File: src/include/interval_pwm_pkg.sv
package interval_pwm_pkg;
   localparam int CNT_W = 8;
   localparam int PRE_W = 12;
   localparam int SLOW_W = 7;
   localparam logic [CNT_W-1:0] CNT_RST = 8'h00;
   localparam logic [CNT_W-1:0] DUTY_RST = 8'h00;
   localparam logic [1:0] MODE_INTERVAL = 2'h0;
   localparam logic [1:0] MODE_PWM = 2'h2;
   localparam logic [2:0] CKS_DIV1 = 3'h0;
   localparam logic [2:0] CKS_DIV4 = 3'h1;
   localparam logic [2:0] CKS_DIV16 = 3'h2;
   localparam logic [2:0] CKS_DIV64 = 3'h3;
   localparam logic [2:0] CKS_DIV4096 = 3'h4;
   localparam logic [2:0] CKS_SLOW128 = 3'h5;
   localparam logic [PRE_W-1:0] MASK_DIV1 = 12'h000;
   localparam logic [PRE_W-1:0] MASK_DIV4 = 12'h003;
   localparam logic [PRE_W-1:0] MASK_DIV16 = 12'h00F;
   localparam logic [PRE_W-1:0] MASK_DIV64 = 12'h03F;
   localparam logic [PRE_W-1:0] MASK_DIV4096 = 12'hFFF;
   localparam logic [SLOW_W-1:0] SLOW_LAST = 7'h7F;
   localparam logic [1:0] DUTY_SETTLE_TICKS = 2'h3;
   typedef enum logic [0:0] {CMP_PERIOD = 1'b0, CMP_DUTY = 1'b1} cmp_sel_e;
endpackage : interval_pwm_pkg

File: src/logic/count_clock_gen.sv
module count_clock_gen (
   input wire logic ref_clk,
   input wire logic sys_rst,
   input wire logic [2:0] clock_sel,
   input wire logic slow_osc_tick,
   output logic count_tick
);
   typedef struct packed {
      logic [interval_pwm_pkg::PRE_W-1:0] pre;
      logic [interval_pwm_pkg::SLOW_W-1:0] slow;
   } gen_s;
   gen_s st_r;
   gen_s st_nxt;
   logic [interval_pwm_pkg::PRE_W-1:0] mask;
   // free running so the first tick after enable comes within one count clock
   always_comb
   begin
      st_nxt = st_r;
      st_nxt.pre = st_r.pre + 12'h001;
      if (slow_osc_tick)
      begin
         st_nxt.slow = st_r.slow + 7'h01;
      end
      mask = interval_pwm_pkg::MASK_DIV1;
      count_tick = 1'b0;
      unique case (clock_sel)
         interval_pwm_pkg::CKS_DIV1: count_tick = 1'b1;
         interval_pwm_pkg::CKS_DIV4: mask = interval_pwm_pkg::MASK_DIV4;
         interval_pwm_pkg::CKS_DIV16: mask = interval_pwm_pkg::MASK_DIV16;
         interval_pwm_pkg::CKS_DIV64: mask = interval_pwm_pkg::MASK_DIV64;
         interval_pwm_pkg::CKS_DIV4096: mask = interval_pwm_pkg::MASK_DIV4096;
         interval_pwm_pkg::CKS_SLOW128: count_tick = slow_osc_tick && (st_r.slow == interval_pwm_pkg::SLOW_LAST);
         default: count_tick = 1'b0; // prohibited codes never tick
      endcase
      if ((clock_sel >= interval_pwm_pkg::CKS_DIV4) && (clock_sel <= interval_pwm_pkg::CKS_DIV4096))
      begin
         count_tick = ((st_r.pre & mask) == mask);
      end
   end
   always_ff @(posedge ref_clk)
   begin
      if (sys_rst)
      begin
         st_r <= '0;
      end
      else
      begin
         st_r <= st_nxt;
      end
   end
endmodule : count_clock_gen

File: src/logic/duty_buffer.sv
module duty_buffer (
   input wire logic ref_clk,
   input wire logic sys_rst,
   input wire logic running,
   input wire logic count_tick,
   input wire logic duty_write,
   input wire logic [7:0] duty_compare,
   input wire logic duty_hit,
   output logic [7:0] duty_active
);
   typedef struct packed {
      logic [7:0] active;
      logic [7:0] pending;
      logic waiting;
      logic [1:0] age;
   } buf_s;
   buf_s st_r;
   buf_s st_nxt;
   always_comb
   begin
      st_nxt = st_r;
      if (count_tick && (st_r.age != interval_pwm_pkg::DUTY_SETTLE_TICKS))
      begin
         st_nxt.age = st_r.age + 2'h1;
      end
      // a match too soon after the write leaves the value waiting
      if (duty_hit && st_r.waiting && (st_r.age == interval_pwm_pkg::DUTY_SETTLE_TICKS))
      begin
         st_nxt.active = st_r.pending;
         st_nxt.waiting = 1'b0;
      end
      // write wins over a same-cycle match, so it waits for a later one
      if (duty_write)
      begin
         st_nxt.pending = duty_compare;
         st_nxt.age = 2'h0;
         st_nxt.waiting = running;
         // a same-cycle transfer is dropped; only the newest write waits
         st_nxt.active = running ? st_r.active : duty_compare;
      end
   end
   always_ff @(posedge ref_clk)
   begin
      if (sys_rst)
      begin
         st_r <= '{active: interval_pwm_pkg::DUTY_RST, pending: interval_pwm_pkg::DUTY_RST, waiting: 1'b0, age: 2'h0};
      end
      else
      begin
         st_r <= st_nxt;
      end
   end
   assign duty_active = st_r.active;
endmodule : duty_buffer

File: src/logic/interval_pwm_timer.sv
module interval_pwm_timer (
   input wire logic ref_clk,
   input wire logic sys_rst,
   input wire logic count_run_bit,
   input wire logic op_mode_bit1,
   input wire logic op_mode_bit0,
   input wire logic clock_select_bit2,
   input wire logic clock_select_bit1,
   input wire logic clock_select_bit0,
   input wire logic out_default_level,
   input wire logic out_drive_enable,
   input wire logic slow_osc_tick,
   input wire logic [7:0] period_compare,
   input wire logic [7:0] duty_compare,
   input wire logic duty_write,
   output logic match_irq,
   output logic timer_out_pin,
   output logic [7:0] count_value,
   output logic [7:0] duty_active
);
   typedef struct packed {
      logic [7:0] cnt;
      interval_pwm_pkg::cmp_sel_e cmp;
      logic active;
      logic irq;
      logic mask_first;
      logic pin;
   } tmr_s;
   tmr_s st_r;
   tmr_s st_nxt;
   logic [1:0] mode;
   logic mode_int;
   logic mode_pwm;
   logic running;
   logic count_tick;
   logic period_hit;
   logic duty_hit;

   assign mode = {op_mode_bit1, op_mode_bit0};
   assign mode_int = (mode == interval_pwm_pkg::MODE_INTERVAL);
   assign mode_pwm = (mode == interval_pwm_pkg::MODE_PWM);
   // prohibited mode codes simply hold the counter stopped
   assign running = count_run_bit && (mode_int || mode_pwm);

   count_clock_gen u_clk_gen (
      .ref_clk(ref_clk),
      .sys_rst(sys_rst),
      .clock_sel({clock_select_bit2, clock_select_bit1, clock_select_bit0}),
      .slow_osc_tick(slow_osc_tick),
      .count_tick(count_tick)
   );

   // compare every count clock but the first after start against the selected register
   assign period_hit = running && count_tick && !st_r.mask_first
                       && (st_r.cmp == interval_pwm_pkg::CMP_PERIOD) && (st_r.cnt == period_compare);
   assign duty_hit = running && mode_pwm && count_tick && !st_r.mask_first
                     && (st_r.cmp == interval_pwm_pkg::CMP_DUTY) && (st_r.cnt == duty_active);

   duty_buffer u_duty (
      .ref_clk(ref_clk),
      .sys_rst(sys_rst),
      .running(running),
      .count_tick(count_tick),
      .duty_write(duty_write),
      .duty_compare(duty_compare),
      .duty_hit(duty_hit),
      .duty_active(duty_active)
   );

   always_comb
   begin
      st_nxt = st_r;
      st_nxt.irq = 1'b0;
      if (!running)
      begin
         // stop clears counter, pulse and active state, so the pin returns to its idle level; pwm will mask again
         st_nxt.cnt = interval_pwm_pkg::CNT_RST;
         st_nxt.cmp = interval_pwm_pkg::CMP_PERIOD;
         st_nxt.active = 1'b0;
         st_nxt.mask_first = 1'b1;
      end
      else if (count_tick)
      begin
         if (st_r.mask_first && mode_pwm)
         begin
            st_nxt.mask_first = 1'b0;
         end
         else if (period_hit)
         begin
            st_nxt.cnt = interval_pwm_pkg::CNT_RST;
            st_nxt.irq = 1'b1;
            st_nxt.mask_first = 1'b0;
            if (mode_pwm)
            begin
               st_nxt.active = 1'b1;
               st_nxt.cmp = interval_pwm_pkg::CMP_DUTY;
            end
            else
            begin
               st_nxt.active = !st_r.active;
            end
         end
         else if (duty_hit)
         begin
            st_nxt.cnt = st_r.cnt + 8'h01;
            st_nxt.active = 1'b0;
            st_nxt.cmp = interval_pwm_pkg::CMP_PERIOD;
         end
         else
         begin
            st_nxt.cnt = st_r.cnt + 8'h01;
            st_nxt.mask_first = 1'b0;
         end
      end
      // idle level from the default bit, gated by drive enable
      st_nxt.pin = out_drive_enable && (st_nxt.active ^ out_default_level);
   end

   always_ff @(posedge ref_clk)
   begin
      if (sys_rst)
      begin
         st_r <= '{cnt: interval_pwm_pkg::CNT_RST, cmp: interval_pwm_pkg::CMP_PERIOD, active: 1'b0,
                   irq: 1'b0, mask_first: 1'b1, pin: 1'b0};
      end
      else
      begin
         st_r <= st_nxt;
      end
   end

   assign match_irq = st_r.irq;
   assign timer_out_pin = st_r.pin;
   assign count_value = st_r.cnt;
endmodule : interval_pwm_timer

File: config.mk
export PLATFORM = sky130hd
export DESIGN_NAME = interval_pwm_timer
export DESIGN_NICKNAME = d
export VERILOG_FILES = /design/src/include/interval_pwm_pkg.sv /design/src/logic/count_clock_gen.sv /design/src/logic/duty_buffer.sv /design/src/logic/interval_pwm_timer.sv
export SDC_FILE = /design/constraint.sdc
export NUM_CORES = 1
export LEC_CHECK = 0
export ABC_AREA = 1
export BUFFER_PORTS_ARGS = -buffer_cell sky130_fd_sc_hd__buf_2
export CAP_MARGIN = 10
export CORE_ASPECT_RATIO = 0.7
export CORE_UTILIZATION = 50
export DETAILED_ROUTE_END_ITERATION = 8
export GPL_ROUTABILITY_DRIVEN = 0
export PLACE_DENSITY_LB_ADDON = 0.1
export SYNTH_ARGS = -nofsm -noshare
export SYNTH_HDL_FRONTEND = slang
export SYNTH_SLANG_ARGS = --single-unit
File: constraint.sdc
create_clock -name ref_clk -period 2 [get_ports ref_clk]
set_clock_uncertainty 0.2 [all_clocks]
set_input_delay 0.4 -clock ref_clk [delete_from_list [all_inputs] [get_ports ref_clk]]
set_output_delay 0.4 -clock ref_clk [all_outputs]
set_load 0.05 [all_outputs]
# After elaboration in Yosys (flattened, before gate mapping)
# Cells that the tools add are included.
# W data, S select, Z words.
totals:
  ff_bits: 51
  word_cells: 89
op_classes:
  addsub: 4
  order_cmp: 2
  n_eq_ne: 15
  muxes: 19
  bitwise: 6
  reduce_logical: 31
ops:
  columns: ["operator", "count"]
  rows:
  - ["$pmux W12 S4", 1]
  - ["$mux W19", 1]
  - ["$logic_and A1 B1 Y1", 17]
  - ["$eq A8 B8 Y1", 2]
  - ["$mux W8", 2]
  - ["$add A12 B1 Y12 const B", 1]
  - ["$and A12 B12 Y12", 1]
  - ["$eq A12 B12 Y1", 1]
  - ["$mux W10", 1]
  - ["$mux W1", 9]
  - ["$add A8 B1 Y8 const B", 1]
  - ["$add A7 B1 Y7 const B", 1]
  - ["$eq A7 B7 Y1 const B", 1]
  - ["$eq A3 B2 Y1 const B", 2]
  - ["$eq A3 B3 Y1 const B", 2]
  - ["$mux W2", 3]
  - ["$ne A2 B2 Y1 const B", 3]
  - ["$reduce_and A2 Y1", 3]
  - ["$eq A2 B2 Y1 const B", 2]
  - ["$not A1 Y1", 4]
  - ["$reduce_and A4 Y1", 1]
  - ["$reduce_bool A2 Y1", 2]
  - ["$reduce_or A2 Y1", 2]
  - ["$reduce_or A4 Y1", 1]
  - ["other kinds (12)", 13]

# Logic depth before layout (Yosys ltp)
# Gate-level depths: netlist (run 1).
logic_depth:
  ltp_word: 16
  ltp_mapped: 14
  ltp_nobuf: 14

# Hierarchy
# Synthesis (run 1) repeated with hierarchy kept, for this count alone.
unflattened:
  hier_cells: 456
  area_unflattened_um2: 2949.1
modules_own_cells:
  columns: ["module", "instances", "cells_each", "area_per_inst_um2", "seq_area_each_um2"]
  rows:
  - ["interval_pwm_timer", 1, 192, 1101.1, 260.2]
  - ["count_clock_gen", 1, 134, 954.7, 380.4]
  - ["duty_buffer", 1, 130, 893.4, 380.4]

# Worst setup path before layout (run 1)
# Ideal clock, no wire load.
synth_timing:
  path_type: "reg2reg"
  startpoint: "register u_clk_gen.st_r[0] in the netlist's numbering"
  endpoint: "register u_duty.st_r (netlist bit u_duty.duty_active[7])"
  setup_time_ns: 0.115
  arrival_ns: 1.636
  required_time_ns: 1.685
  slack_ns: 0.049
  stages_incl_launch_ff: 14
  n_path_buf: 2
  period_less_slack_ns: 1.951
  path_cell_list: "dfxtp_1 > ha_1 > nand2_2 > nor2_2 > nand3b_1 > nand2_1 > nand2_2 > nand2_4 > nand3_2 > or2_1 > buf_6 > buf_8 > a21boi_1 > nor2_1"
synth_between:
  elab_chain_cells: 12
synth_lines:
  columns: ["element", "line", "source"]
  rows:
  - ["from (decl)", "count_clock_gen.sv:12", "gen_s st_r;"]
  - ["from (signal assigned)", "count_clock_gen.sv:48", "st_r <= st_nxt;"]
  - ["$eq A7 B7 Y1", "count_clock_gen.sv:32", "interval_pwm_pkg::CKS_SLOW128: count_tick = slow_osc_tick && (st_r.slow == interval_pwm_pkg::SLOW_LAST);"]
  - ["$logic_and A1 B1 Y1", "count_clock_gen.sv:32", null]
  - ["$pmux W1 S2", "count_clock_gen.sv:26", "unique case (clock_sel)"]
  - ["$mux W1", "count_clock_gen.sv:35", "if ((clock_sel >= interval_pwm_pkg::CKS_DIV4) && (clock_sel <= interval_pwm_pkg::CKS_DIV4096))"]
  - ["$logic_and A1 B1 Y1 (2 in series)", "interval_pwm_timer.sv:56", "assign duty_hit = running && mode_pwm && count_tick && !st_r.mask_first"]
  - ["$logic_and A1 B1 Y1 (2 in series)", "interval_pwm_timer.sv:57", "&& (st_r.cmp == interval_pwm_pkg::CMP_DUTY) && (st_r.cnt == duty_active);"]
  - ["$logic_and A1 B1 Y1 (2 in series)", "duty_buffer.sv:27", "if (duty_hit && st_r.waiting && (st_r.age == interval_pwm_pkg::DUTY_SETTLE_TICKS))"]
  - ["$reduce_bool A2 Y1 (no line)", null, null]
  - ["$reduce_and A2 Y1 (no line)", null, null]
  - ["to (signal assigned)", "duty_buffer.sv:46", "st_r <= '{active: interval_pwm_pkg::DUTY_RST, pending: interval_pwm_pkg::DUTY_RST, waiting: 1'b0, age: 2'h0};"]
  - ["to (signal assigned)", "duty_buffer.sv:50", "st_r <= st_nxt;"]
  - ["to (decl)", "duty_buffer.sv:17", "buf_s st_r;"]
# No other way between the ends.
# A chain may end at the register's enable or synchronous reset.

# Final worst setup path (run 1)
layout_timing:
  startpoint: "register u_clk_gen.st_r[1] in the netlist's numbering"
  endpoint: "register u_duty.st_r (netlist bit u_duty.duty_active[7])"
# Same word-level chain as after synthesis.

==> impl_metrics.py, run 1 <==
metrics = {
    "synth": {
        "synth_seq_cells": 51,
        "synth-compound-area-share_pct": 9.046,
        "syn-cell-area_sq_mm": 0.002766,
        "synth_fa_ha_area_share_pct": 1.809,
        "synthArstFlopShare_pct": 0,
        "synth_edf_count": 0,
        "synthMuxAreaShare_pct": 2.895,
        "syn_nets": 424,
        "syn_area_per_cell_sq_um": 7.057,
        "synthSimpleGateAreaFrac_pct": 32.07,
        "synth_xor_area_share_pct": 3.166,
        "syn_inst": 392,
        "yosysSeqAreaShare_pct": 36.91,
        "yosys_warnings": 0,
        "ys.flop_type": "dfxtp_1",
        "synth_top_family_by_area": "simple AND/OR/NAND/NOR gates",
        "yosysUniqueCellTypes": 36,
    },
    "cts": {
        "insertion_delay_ps": 300,
        "cts.clk_slew.worst_paths_ps": 100,
        "clockBufferDepth": 2,
        "cts_made_buffers": 5,
        "cts_tree": "done",
        "cts_root_buffer": "clkbuf_8",
        "cts.hold.buffers_added": 0,
        "cts_max_level": 2,
        "cts_num_sinks": 51,
    },
    "power_and_ir_drop": {
        "peakVddDrop_uv": 423.8,
        "combPwrFrac_pct": 15.0,
        "clkPwrFrac_pct": 35.4,
        "leakagePower_nw": 1.695,
        "seq_power_share_pct": 49.6,
        "cellPowerDensity_mw_per_mm2": 612.5,
        "switching_share_pct": 26.18,
        "p_int_w": 0.001597,
        "power.net_switching_w": 0.0005665,
    },
    "sta": {
        "tightestPinTransition_ps": 377.3,
        "fin_crit_ps": 1969,
        "period_share_pct": 98.43,
        "hold_violations": 0,
        "setup_viol": 0,
        "fmax_ghz": 0.5080,
        "maxSlewHeadroom_pct": 74.75,
        "slew_viol_final": 0,
        "rsz0062_at_grt": "yes",
        "tns_ps": 0,
    },
    "global_route": {
        "gr-usage-all-layers_pct": 22.70,
        "grt_pass1_vias": 2392,
        "antenna_found_initial": 0,
        "grt_pass1_wl_mm": 10.56,
        "grt_overflow": 0,
        "grt_max_degree": 18,
    },
    "critical_path": {
        "arrival_ps": 1970,
        "cp_common_cell": "nand2_4",
        "critPathLaunchType": "flop",
        "reg2reg_slack_ps": 30,
        "endpoint": "u_duty.duty_active[7]$_SDFFE_PP0P_",
        "worst-path-max-fanout": 8,
        "critPathMaxStageDelay_ps": 360,
        "crit_start": "u_clk_gen.st_r[1]$_SDFFE_PP0P_",
        "path_cells": "ha_4 > nand2_4 > nor2_4 > nand3b_1 > nand2_1 > nand2_2 > nand2_4 > nand3_2 > or2_4 > buf_6 > a21boi_2 > nor2_1",
        "worstPathRequired_ps": 2010,
        "timing.rr.start": "u_clk_gen.st_r[1]$_SDFFE_PP0P_",
        "critPathCaptureType": "flop",
        "reg2reg_depth": 12,
        "r2r_end": "u_duty.duty_active[7]$_SDFFE_PP0P_",
        "critPathKind": "reg2reg",
        "slowest_stage": "dfxtp_2",
    },
    "place": {
        "place_hpwl_mm": 4.932,
        "placed_cells": 529,
        "place_area_sq_mm": 0.003239,
        "port_buffers": 45,
    },
    "floorplan": {
        "die_y_um": 64.24,
        "num_io_pins": 46,
        "coreArea_sq_mm": 0.005285,
        "start_util_pct": 52.34,
        "fp.dieW_um": 90.91,
        "die_area_sq_mm": 0.005839,
        "core.rowCount": 22,
    },
    "hold_path": {
        "hold_class": "in2reg",
    },
    "drt": {
        "firstDrtPassIters": 4,
        "avgViaCountPerCell": 4.753,
        "wl_per_cell_um": 11.87,
        "routed_wl_mm": 6.446,
        "drc": 0,
        "vias": 2581,
        "drt_iter0_drc": 179,
        "postRouteAntennaNets": 0,
    },
    "cells_and_area": {
        "layout_common_cells": "73 x nand2_1, 58 x nor2_1, 53 x inv_1, 48 x buf_4, 45 x buf_2",
        "diodes": 0,
        "drive_gt1_share_pct": 33.97,
        "final_cells": 543,
        "area_growth_pct": 27.68,
        "layout_commonest_cell": "nand2_1",
        "final_util_pct": 66.83,
        "stdcell_area_sq_mm": 0.003532,
        "final_nets": 502,
    },
    "outcome": {
        "status": "completed",
    },
    "run": {
        "drv_cap": 0,
    },
}
## how the worst min path moves through the flow
stage                                             start                            end  slack, ps  cells past startpoint
after floorplan            u_clk_gen.st_r[7]$_SDFF_PP0_   u_clk_gen.st_r[7]$_SDFF_PP0_        220                      1
after global placement    u_clk_gen.st_r[18]$_SDFF_PP0_  u_clk_gen.st_r[18]$_SDFF_PP0_        250                      2
after detailed placement           st_r[1]$_SDFFE_PP1P_           st_r[1]$_SDFFE_PP1P_        260                      2
after CTS                                       sys_rst             st_r[3]$_SDFF_PP0_        140                      2
after global routing                            sys_rst             st_r[3]$_SDFF_PP0_        170                      2
final                                           sys_rst             st_r[3]$_SDFF_PP0_        150                      2
## synth_stat cells, types with 2 or more instances
cell,number,area [sq um]
inv_1,54,202.7
mux2i_1,8,80.08
ha_1,4,50.05
nor3_1,5,25.02
nor3b_1,5,37.54
o21ai_0,12,60.06
nand3_2,9,90.09
xor2_1,4,35.03
dfxtp_1,51,1021
nand2_1,79,296.5
nor2_2,3,18.77
a21boi_0,7,52.55
inv_2,2,7.510
nand4_1,6,37.54
nand3_1,12,60.06
clkbuf_1,2,7.510
nor2_1,65,244.0
buf_2,3,15.01
a21oi_1,19,95.09
xnor2_1,6,52.55
buf_4,17,127.6
a211oi_1,3,22.52
nand2_2,3,18.77
## cells by family (layout without fill, tap and decap cells)
logic type | count (synthesis) | after routing
AOI/OAI and AO/OA | 44 | 44
and+or+nand+nor | 194 | 194
DFF | 51 | 51
xor gates and xnor gates | 10 | 10
adders and majority gates | 4 | 4
buffers and inverters | 81 | 160
muxes | 8 | 8
## layout make-up
cell class | count | area (sq um)
Tap cell | 72 | 90.09
Sequential cell | 51 | 1032
Timing Repair Buffer | 96 | 619.3
Clock inverter | 2 | 38.79
Inverter | 56 | 210.2
Clock buffer | 6 | 82.58
Fill cell | 471 | 1753
Multi-Input combinational cell | 260 | 1459
## power groups by stage
stage	registers (W)	logic, W	clock network [W]
after floorplan	0.00109	0.000208	0
after global placement	0.00109	0.000301	0
after detailed placement	0.00109	0.000308	0
after CTS	0.00107	0.000310	0.000774
after global routing	0.00108	0.000362	0.000820
final	0.00107	0.000325	0.000765
## repair_timing
item	in CTS	in global routing
endpoints found under the setup margin	8	20
pin swaps	0	20
resized for setup	1	49
buffers inserted	0	6
## routing by layer
metal  vias up  share of wire [%]  global-route usage, %  routed length (um)
met1      1135                 52                  33.41                3384
li1       1371                  -                      -                   -
met5         -                  0                      0                   0
met4         0               0.59                  5.159                  38
met2        71                 40                  34.38                2589
met3         4                6.7                  3.929                 434
## registers in the layout, summed over array words and instances, names as in the netlist
register and count:
st_r 3, match_irq 1, u_duty.st_r 11, u_clk_gen.st_r 19
count_value 8, timer_out_pin 1, u_duty.duty_active 8
## per-stage QoR
step | setup WS, ps | power (W) | hold WS, ps
final | 31.35 | 0.002163 | 148.1
after global routing | -93.13 | 0.002260 | 171.9
after CTS | 9.022 | 0.002153 | 141.4
after detailed placement | -221.3 | 0.001401 | 255.1
after global placement | -140.8 | 0.001393 | 251.9
after floorplan | 49.30 | 0.001300 | 217.6
## worst max-delay path: cells and delay by family (launching register included)
family | cells | cell delay (ps)
flip-flops | 1 | 360
AND/OR/NAND/NOR | 9 | 860
adder cells (fa/ha/maj) | 1 | 140
buffers and inverters | 1 | 150
AO/OA/AOI/OAI | 1 | 140
No activity file was read; power rests on OpenSTA's default activity.
==> inputs of run 2 (changes only) <==
--- a/config.mk
+++ b/config.mk
@@ -5,11 +5,10 @@
 export SDC_FILE = /design/constraint.sdc
 export NUM_CORES = 1
 export LEC_CHECK = 0
-export ABC_AREA = 1
 export BUFFER_PORTS_ARGS = -buffer_cell sky130_fd_sc_hd__buf_2
 export CAP_MARGIN = 10
 export CORE_ASPECT_RATIO = 0.7
-export CORE_UTILIZATION = 50
+export CORE_UTILIZATION = 30
 export DETAILED_ROUTE_END_ITERATION = 8
 export GPL_ROUTABILITY_DRIVEN = 0
 export PLACE_DENSITY_LB_ADDON = 0.1
==> run 2 against run 1 <==
Against the previous run:
- the run now ends with setup timing left
- die area up 55%
- register-to-register slack got worse by 230 ps
- count of clock-buffer cells in the layout up 1
- sequential power hardly changed
- routed wire length is 6.0% lower
- combinational power down 9.8%
- sequential share of layout area decreased by 1.4 points
- flip-flop and latch count unchanged
- largest cell class unchanged
==> impl_metrics.py, run 2 <==
metrics = {
    "outcome": {
        "status": "complete, but fails checks",
        "failed_checks": "setup timing",
    },
    "sta": {
        "period_share_pct": 109.9,
        "layout_setup_ws_ps": -197.7,
        "slew_viol_final": 0,
        "setup_viol": 17,
        "hold_slack_ps": 194.5,
        "fin_crit_ps": 2198,
        "hold_violations": 0,
        "tightestPinTransition_ps": 711.0,
        "rsz0062_at_grt": "yes",
        "fmax_ghz": 0.4550,
        "maxSlewHeadroom_pct": 52.60,
    },
    "floorplan": {
        "num_io_pins": 46,
        "fp.dieW_um": 113.4,
        "core.rowCount": 28,
        "start_util_pct": 30.87,
        "die_area_sq_mm": 0.009070,
        "coreArea_sq_mm": 0.008443,
        "die_y_um": 79.98,
    },
    "drt": {
        "drc": 0,
        "wl_per_cell_um": 12.54,
        "avgViaCountPerCell": 4.306,
        "firstDrtPassIters": 4,
        "postRouteAntennaNets": 0,
        "routed_wl_mm": 6.059,
        "vias": 2080,
        "drt_iter0_drc": 44,
    },
    "critical_path": {
        "reg2reg_slack_ps": -200,
        "arrival_ps": 2180,
        "r2r_end": "u_duty.duty_active[1]$_SDFFE_PP0P_",
        "critPathKind": "reg2reg",
        "critPathLaunchType": "flop",
        "reg2reg_depth": 7,
        "timing.rr.start": "u_clk_gen.st_r[7]$_SDFF_PP0_",
        "path_cells": "nand4_4 > a21o_1 > a221o_1 > a211oi_4 > a22oi_4 > buf_12 > mux2_4",
        "critPathCaptureType": "flop",
        "slowest_stage": "a221o_1",
        "worst-path-max-fanout": 9,
        "critPathMaxStageDelay_ps": 380,
        "worstPathRequired_ps": 1980,
    },
    "hold_path": {
        "hold_end": "u_duty.st_r[6]$_SDFFE_PP0P_",
        "min_path_cells": 3,
        "hp-start": "duty_compare[3]",
        "hold_class": "in2reg",
    },
    "cells_and_area": {
        "final_cells": 483,
        "reg_top3": "u_clk_gen.st_r x19, u_duty.st_r x11",
        "largest_reg_flops": 19,
        "layout_commonest_cell": "buf_4",
        "diodes": 0,
        "regMostFlops": "u_clk_gen.st_r",
        "drive_gt1_share_pct": 44.63,
        "area_growth_pct": 42.29,
        "layout_common_cells": "47 x buf_4, 45 x buf_2, 43 x dfxtp_1, 37 x nor2_1, 23 x xor2_1",
        "final_nets": 394,
    },
    "global_route": {
        "grt_pass1_vias": 1945,
        "gr-usage-all-layers_pct": 14.00,
        "grt_pass1_wl_mm": 9.770,
        "antenna_found_initial": 0,
        "grt_max_degree": 23,
        "grt_overflow": 0,
    },
    "synth": {
        "syn_area_per_cell_sq_um": 9.409,
        "syn-cell-area_sq_mm": 0.002606,
        "yosysSeqAreaShare_pct": 39.17,
        "synth_most_common_cell": "dfxtp_1",
        "syn_inst": 277,
        "synth_top_area_cell": "dfxtp_1",
        "synth_seq_cells": 51,
        "ys.flop_type": "dfxtp_1",
        "synth.area.top_cells": "dfxtp_1 39%, xor2_1 7.7%, nor2_1 5.8%",
        "yosys_warnings": 0,
        "synthArstFlopShare_pct": 0,
        "synth_common_cells": "51 x dfxtp_1, 40 x nor2_1, 23 x xor2_1, 18 x buf_4, 15 x xnor2_1",
        "syn_nets": 309,
        "synth_edf_count": 0,
        "synth.top_cell.area_share_pct": 39.17,
        "yosysUniqueCellTypes": 45,
    },
    "place": {
        "dp_slack_ps": -242.4,
        "port_buffers": 45,
        "placed_cells": 468,
        "place_hpwl_mm": 4.583,
    },
    "cts": {
        "cts_tree": "done",
        "cts_root_buffer": "clkbuf_16",
        "clockBufferDepth": 2,
        "cts_num_sinks": 51,
        "insertion_delay_ps": 290,
        "cts_max_level": 2,
        "cts_made_buffers": 5,
        "cts.clk_slew.worst_paths_ps": 70,
    },
    "power_and_ir_drop": {
        "peakVddDrop_uv": 314.7,
        "leakagePower_nw": 1.616,
        "cellPowerDensity_mw_per_mm2": 612.6,
    },
    "run": {
        "drv_cap": 0,
    },
}
==> run 2: cell types whose count changed after synthesis, sizes merged, moves of 4 or more <==
cell    before  now
nor2        69   41
clkbuf       2    6
nand3       21   11
a211oi       3    7
mux2         0    8
xnor2        6   15
o21ai       13    3
xor2         4   23
nand2       83   10
a21boi       8    0
a21oi       19    7
inv         56    4
nor2b        0   10
==> run 2: what timing repair did <==
action / in CTS / in global routing
gates resized for setup: 18 / 24
hold buffers: 0 / 0
endpoints found under the setup margin: 19 / 22
buffers inserted: 4 / 5
pin swaps: 10 / 24
==> run 2: through the flow <==
| step | power [W] | instance area, sq um | utilization, % | setup TNS, ps |
|---|---|---|---|---|
| floorplan | 0.001259 | 2631 | - | -608.5 |
| global placement | 0.001357 | 3279 | 38.84 | -3162 |
| detailed placement | 0.001359 | 3279 | 38.84 | -3664 |
| CTS | 0.002292 | 3550 | 42.04 | -1998 |
| global route | 0.002382 | 3709 | 43.92 | -3799 |
| finish | 0.002272 | 3709 | 43.92 | -2234 |
==> run 2: area by class of cell <==
class                   count  area, sq um
clock buffers               7        152.6
inverters                   4        15.01
clock inverters             1        7.507
well taps                 120        150.1
multi-input cells         194         1573
repair buffers            106        779.5
flip-flops and latches     51         1031
fillers                   830         4735
==> run 2: routing by layer <==
layer  part of all wire (%)  up-vias  GRT usage (%)  wire length [um]
met5                      0        -              0                 0
met4                   0.71        0          3.553                43
met3                    4.3        5          3.341               258
met2                     40       37          19.33              2395
met1                     55      935          21.17              3362
li1                       -     1103              -                 -
==> run 2: cell families after synthesis <==
| group | count (synthesis) | synth area share [%] |
|---|---|---|
| and+or+nand+nor | 106 | 20.40 |
| muxes | 18 | 8.450 |
| adders and majority gates | 4 | 1.920 |
| DFF | 51 | 39.17 |
| buffers and inverters | 32 | 7.585 |
| xor gates and xnor gates | 38 | 12.77 |
| AOI/OAI and AO/OA | 28 | 9.697 |
==> run 2: report_power, final <==
part | internal [W] | switching, W
Sequential | 0.00105 | 0.0000221
Combinational | 0.000140 | 0.000154
Clock | 0.000533 | 0.000375
Total | 0.00172 | 0.000551
==> run 2: critical path, delay by kind of cell, from the launching register on <==
kind	cells	cell delay [ps]
buffers and inverters	1	170
multiplexers	1	290
AND/OR/NAND/NOR	1	110
AO/OA/AOI/OAI	4	970
flip-flops	1	350
==> run 2: worst max path at each step <==
| stage | cells after the start | from | slack (ps) | end |
|---|---|---|---|---|
| after global routing | 7 | u_clk_gen.st_r[7]$_SDFF_PP0_ | -280 | u_duty.duty_active[1]$_SDFFE_PP0P_ |
| final | 7 | u_clk_gen.st_r[7]$_SDFF_PP0_ | -200 | u_duty.duty_active[1]$_SDFFE_PP0P_ |
| after detailed placement | 6 | clock_select_bit0 | -240 | u_duty.duty_active[7]$_SDFFE_PP0P_ |
| after CTS | 7 | count_value[7]$_SDFFE_PP0P_ | -180 | u_duty.duty_active[7]$_SDFFE_PP0P_ |
| after floorplan | 7 | count_value[5]$_SDFFE_PP0P_ | -80 | u_duty.duty_active[0]$_SDFFE_PP0P_ |
| after global placement | 7 | slow_osc_tick | -200 | u_duty.duty_active[6]$_SDFFE_PP0P_ |
==> inputs of run 3 (changes only) <==
--- a/config.mk
+++ b/config.mk
@@ -11,6 +11,7 @@
 export CORE_UTILIZATION = 30
 export DETAILED_ROUTE_END_ITERATION = 8
 export GPL_ROUTABILITY_DRIVEN = 0
+export GPL_TIMING_DRIVEN = 0
 export PLACE_DENSITY_LB_ADDON = 0.1
 export SYNTH_ARGS = -nofsm -noshare
 export SYNTH_HDL_FRONTEND = slang
==> constraint.sdc (replaced) <==
create_clock -name ref_clk -period 2 [get_ports ref_clk]
set_clock_uncertainty 0.2 [all_clocks]
set_input_delay 0.2 -clock ref_clk [delete_from_list [all_inputs] [get_ports ref_clk]]
set_output_delay 0.2 -clock ref_clk [all_outputs]
set_load 0.05 [all_outputs]
==> run 3 against run 2 <==
Against the previous run:
- the run still ends with setup timing left
- count of clock-buffer cells in the layout decreased by 1
- largest power group is now clock
- global-route usage is 1.2 points higher
- sequential share of layout area is 0.71 points higher
- worst setup slack got worse by 17 ps
- power is 9.0% higher
- register-to-register slack got worse by 20 ps
- clock power rose by 22%
- die area stayed put
- core utilization is 0.31 points lower
- flip-flop and latch count is the same
- combinational power barely moved
- critical path depth shrank 1
==> impl_metrics.py, run 3 (same netlist as run 2, synthesis figures left out) <==
metrics = {
    "place": {
        "placed_cells": 442,
        "dp_slack_ps": -327.4,
        "place_hpwl_mm": 4.239,
        "port_buffers": 45,
        "place_area_sq_mm": 0.003007,
    },
    "floorplan": {
        "start_util_pct": 30.87,
        "die_area_sq_mm": 0.009070,
        "die_y_um": 79.98,
        "coreArea_sq_mm": 0.008443,
        "num_io_pins": 46,
        "core.rowCount": 28,
        "fp.dieW_um": 113.4,
    },
    "hold_path": {
        "min_path_cells": 3,
        "hp-start": "duty_compare[1]",
        "hold_class": "in2reg",
    },
    "power_and_ir_drop": {
        "peakVddDrop_uv": 292.9,
        "cellPowerDensity_mw_per_mm2": 672.3,
        "leakagePower_nw": 1.566,
    },
    "drt": {
        "drc": 0,
        "postRouteAntennaNets": 0,
        "routed_wl_mm": 6.393,
        "wl_per_cell_um": 13.35,
        "avgViaCountPerCell": 4.422,
        "vias": 2118,
        "firstDrtPassIters": 4,
        "drt_iter0_drc": 60,
    },
    "cells_and_area": {
        "final_cells": 479,
        "stdcell_area_sq_mm": 0.003682,
        "layout_commonest_cell": "buf_2",
        "layout_common_cells": "45 x buf_2, 38 x nor2_1, 38 x dfxtp_1, 36 x buf_4, 23 x xor2_1",
        "final_util_pct": 43.61,
        "largest_reg_flops": 19,
        "regArea_sq_mm": 0.001050,
        "reg_top3": "u_clk_gen.st_r x19, u_duty.st_r x11",
        "drive_gt1_share_pct": 42.62,
        "final_nets": 390,
        "regMostFlops": "u_clk_gen.st_r",
        "multi_input_area_sq_mm": 0.001599,
        "diodes": 0,
        "area_growth_pct": 41.29,
        "filler_cell_count": 824,
    },
    "outcome": {
        "failed_checks": "setup timing",
        "status": "complete, but fails checks",
    },
    "critical_path": {
        "critPathCaptureType": "flop",
        "worstPathRequired_ps": 1990,
        "arrival_ps": 2210,
        "cp.depth": 6,
        "critPathMaxStageDelay_ps": 390,
        "critPathLaunchType": "flop",
        "critPathKind": "reg2reg",
        "crit_start": "u_clk_gen.st_r[8]$_SDFF_PP0_",
        "worst-path-max-fanout": 4,
        "timing.rr.start": "u_clk_gen.st_r[8]$_SDFF_PP0_",
        "path_cells": "nand4_4 > a21o_1 > a221o_2 > a211oi_4 > a22oi_2 > mux2_4",
        "reg2reg_depth": 6,
        "path_buf_inv": 0,
        "cp_top_family": "compound AO/OA/AOI/OAI gates",
        "slowest_stage": "a221o_2",
    },
    "sta": {
        "setup_viol": 19,
        "fin_crit_ps": 2215,
        "rsz0062_at_grt": "yes",
        "period_share_pct": 110.7,
        "hold_slack_ps": 7.575,
        "fmax_ghz": 0.4515,
        "hold_violations": 0,
        "layout_setup_ws_ps": -214.8,
        "slew_viol_final": 0,
        "tightestPinTransition_ps": 706.9,
        "maxSlewHeadroom_pct": 52.87,
    },
    "cts": {
        "cts_root_buffer": "clkbuf_16",
        "cts_made_buffers": 5,
        "cts_max_level": 2,
        "cts_tree": "done",
        "clockBufferDepth": 2,
        "cts_num_sinks": 51,
        "cts.clk_slew.worst_paths_ps": 70,
        "insertion_delay_ps": 300,
    },
    "global_route": {
        "grt_overflow": 0,
        "gr-usage-all-layers_pct": 15.22,
        "grt_pass1_wl_mm": 10.52,
        "grt_max_degree": 16,
        "grt_pass1_vias": 1968,
        "antenna_found_initial": 0,
    },
    "run": {
        "drv_cap": 0,
    },
}
-- run 3: cell types whose count changed in the layout (fill, tap and decap cells not counted), moves of 3 or more --
cell / change
buf_4: -11
dlygate4sd3_1: +3
buf_12: -5
clkbuf_1: +5
dfxtp_4: +5
nor2_2: -3
dfxtp_1: -5
-- run 3: tightest hold or removal path: stages --
cell and delay [ps]:
buf_2 70, mux2i_1 50, nor2_1 120
-- run 3: report_power, final --
group / total [W] / internal [W] / leakage (nW) / switching (W)
clock: 0.00111 / 0.000718 / 0.0911 / 0.000396
sequential: 0.00107 / 0.00104 / 0.422 / 0.0000245
combinational: 0.000292 / 0.000135 / 1.05 / 0.000157
-- run 3: final cells by class --
| cell class | count | share of cell area, % |
|---|---|---|
| buffer | 25 | 4.791 |
| clock buffer | 6 | 3.500 |
| clock inverter | 2 | 1.631 |
| inverter | 4 | 0.4077 |
| multi-input combinational | 195 | 43.42 |
| sequential | 51 | 28.51 |
| tap | 120 | 4.077 |
| timing repair buffer | 76 | 13.66 |
-- run 3: final timing paths --
path,endpoint,slack (ps)
setup / recovery,u_duty.duty_active[6]$_SDFFE_PP0P_,-210
hold / removal,u_duty.st_r[4]$_SDFFE_PP0P_,8
setup reg to reg,u_duty.duty_active[6]$_SDFFE_PP0P_,-210
hold reg to reg,u_clk_gen.st_r[7]$_SDFF_PP0_,260
-- run 3: metal layers --
layer / part of all wire (%) / wire, um / up-vias / GRT usage (%)
met4: 1.7 / 110 / 0 / 4.737
li1: - / - / 1101 / -
met1: 56 / 3575 / 961 / 23.34
met5: 0 / 0 / - / 0
met3: 3.6 / 228 / 10 / 3.189
met2: 39 / 2479 / 46 / 20.55
-- run 3: per-stage QoR --
stage               TNS [ps]  total power [W]
finish                 -2573         0.002475
CTS                    -3087         0.002502
global route           -4435         0.002575
detailed placement     -4602         0.001335
floorplan             -608.5         0.001259
global placement       -4635         0.001334
-- run 3: timing repair --
action,in CTS,in global routing
hold buffers,3,0
endpoints found under the setup margin,21,23
pin swaps,24,26
buffers inserted,19,8
resized for setup,41,22
gates cloned,3,0
hold endpoints to repair,3,0
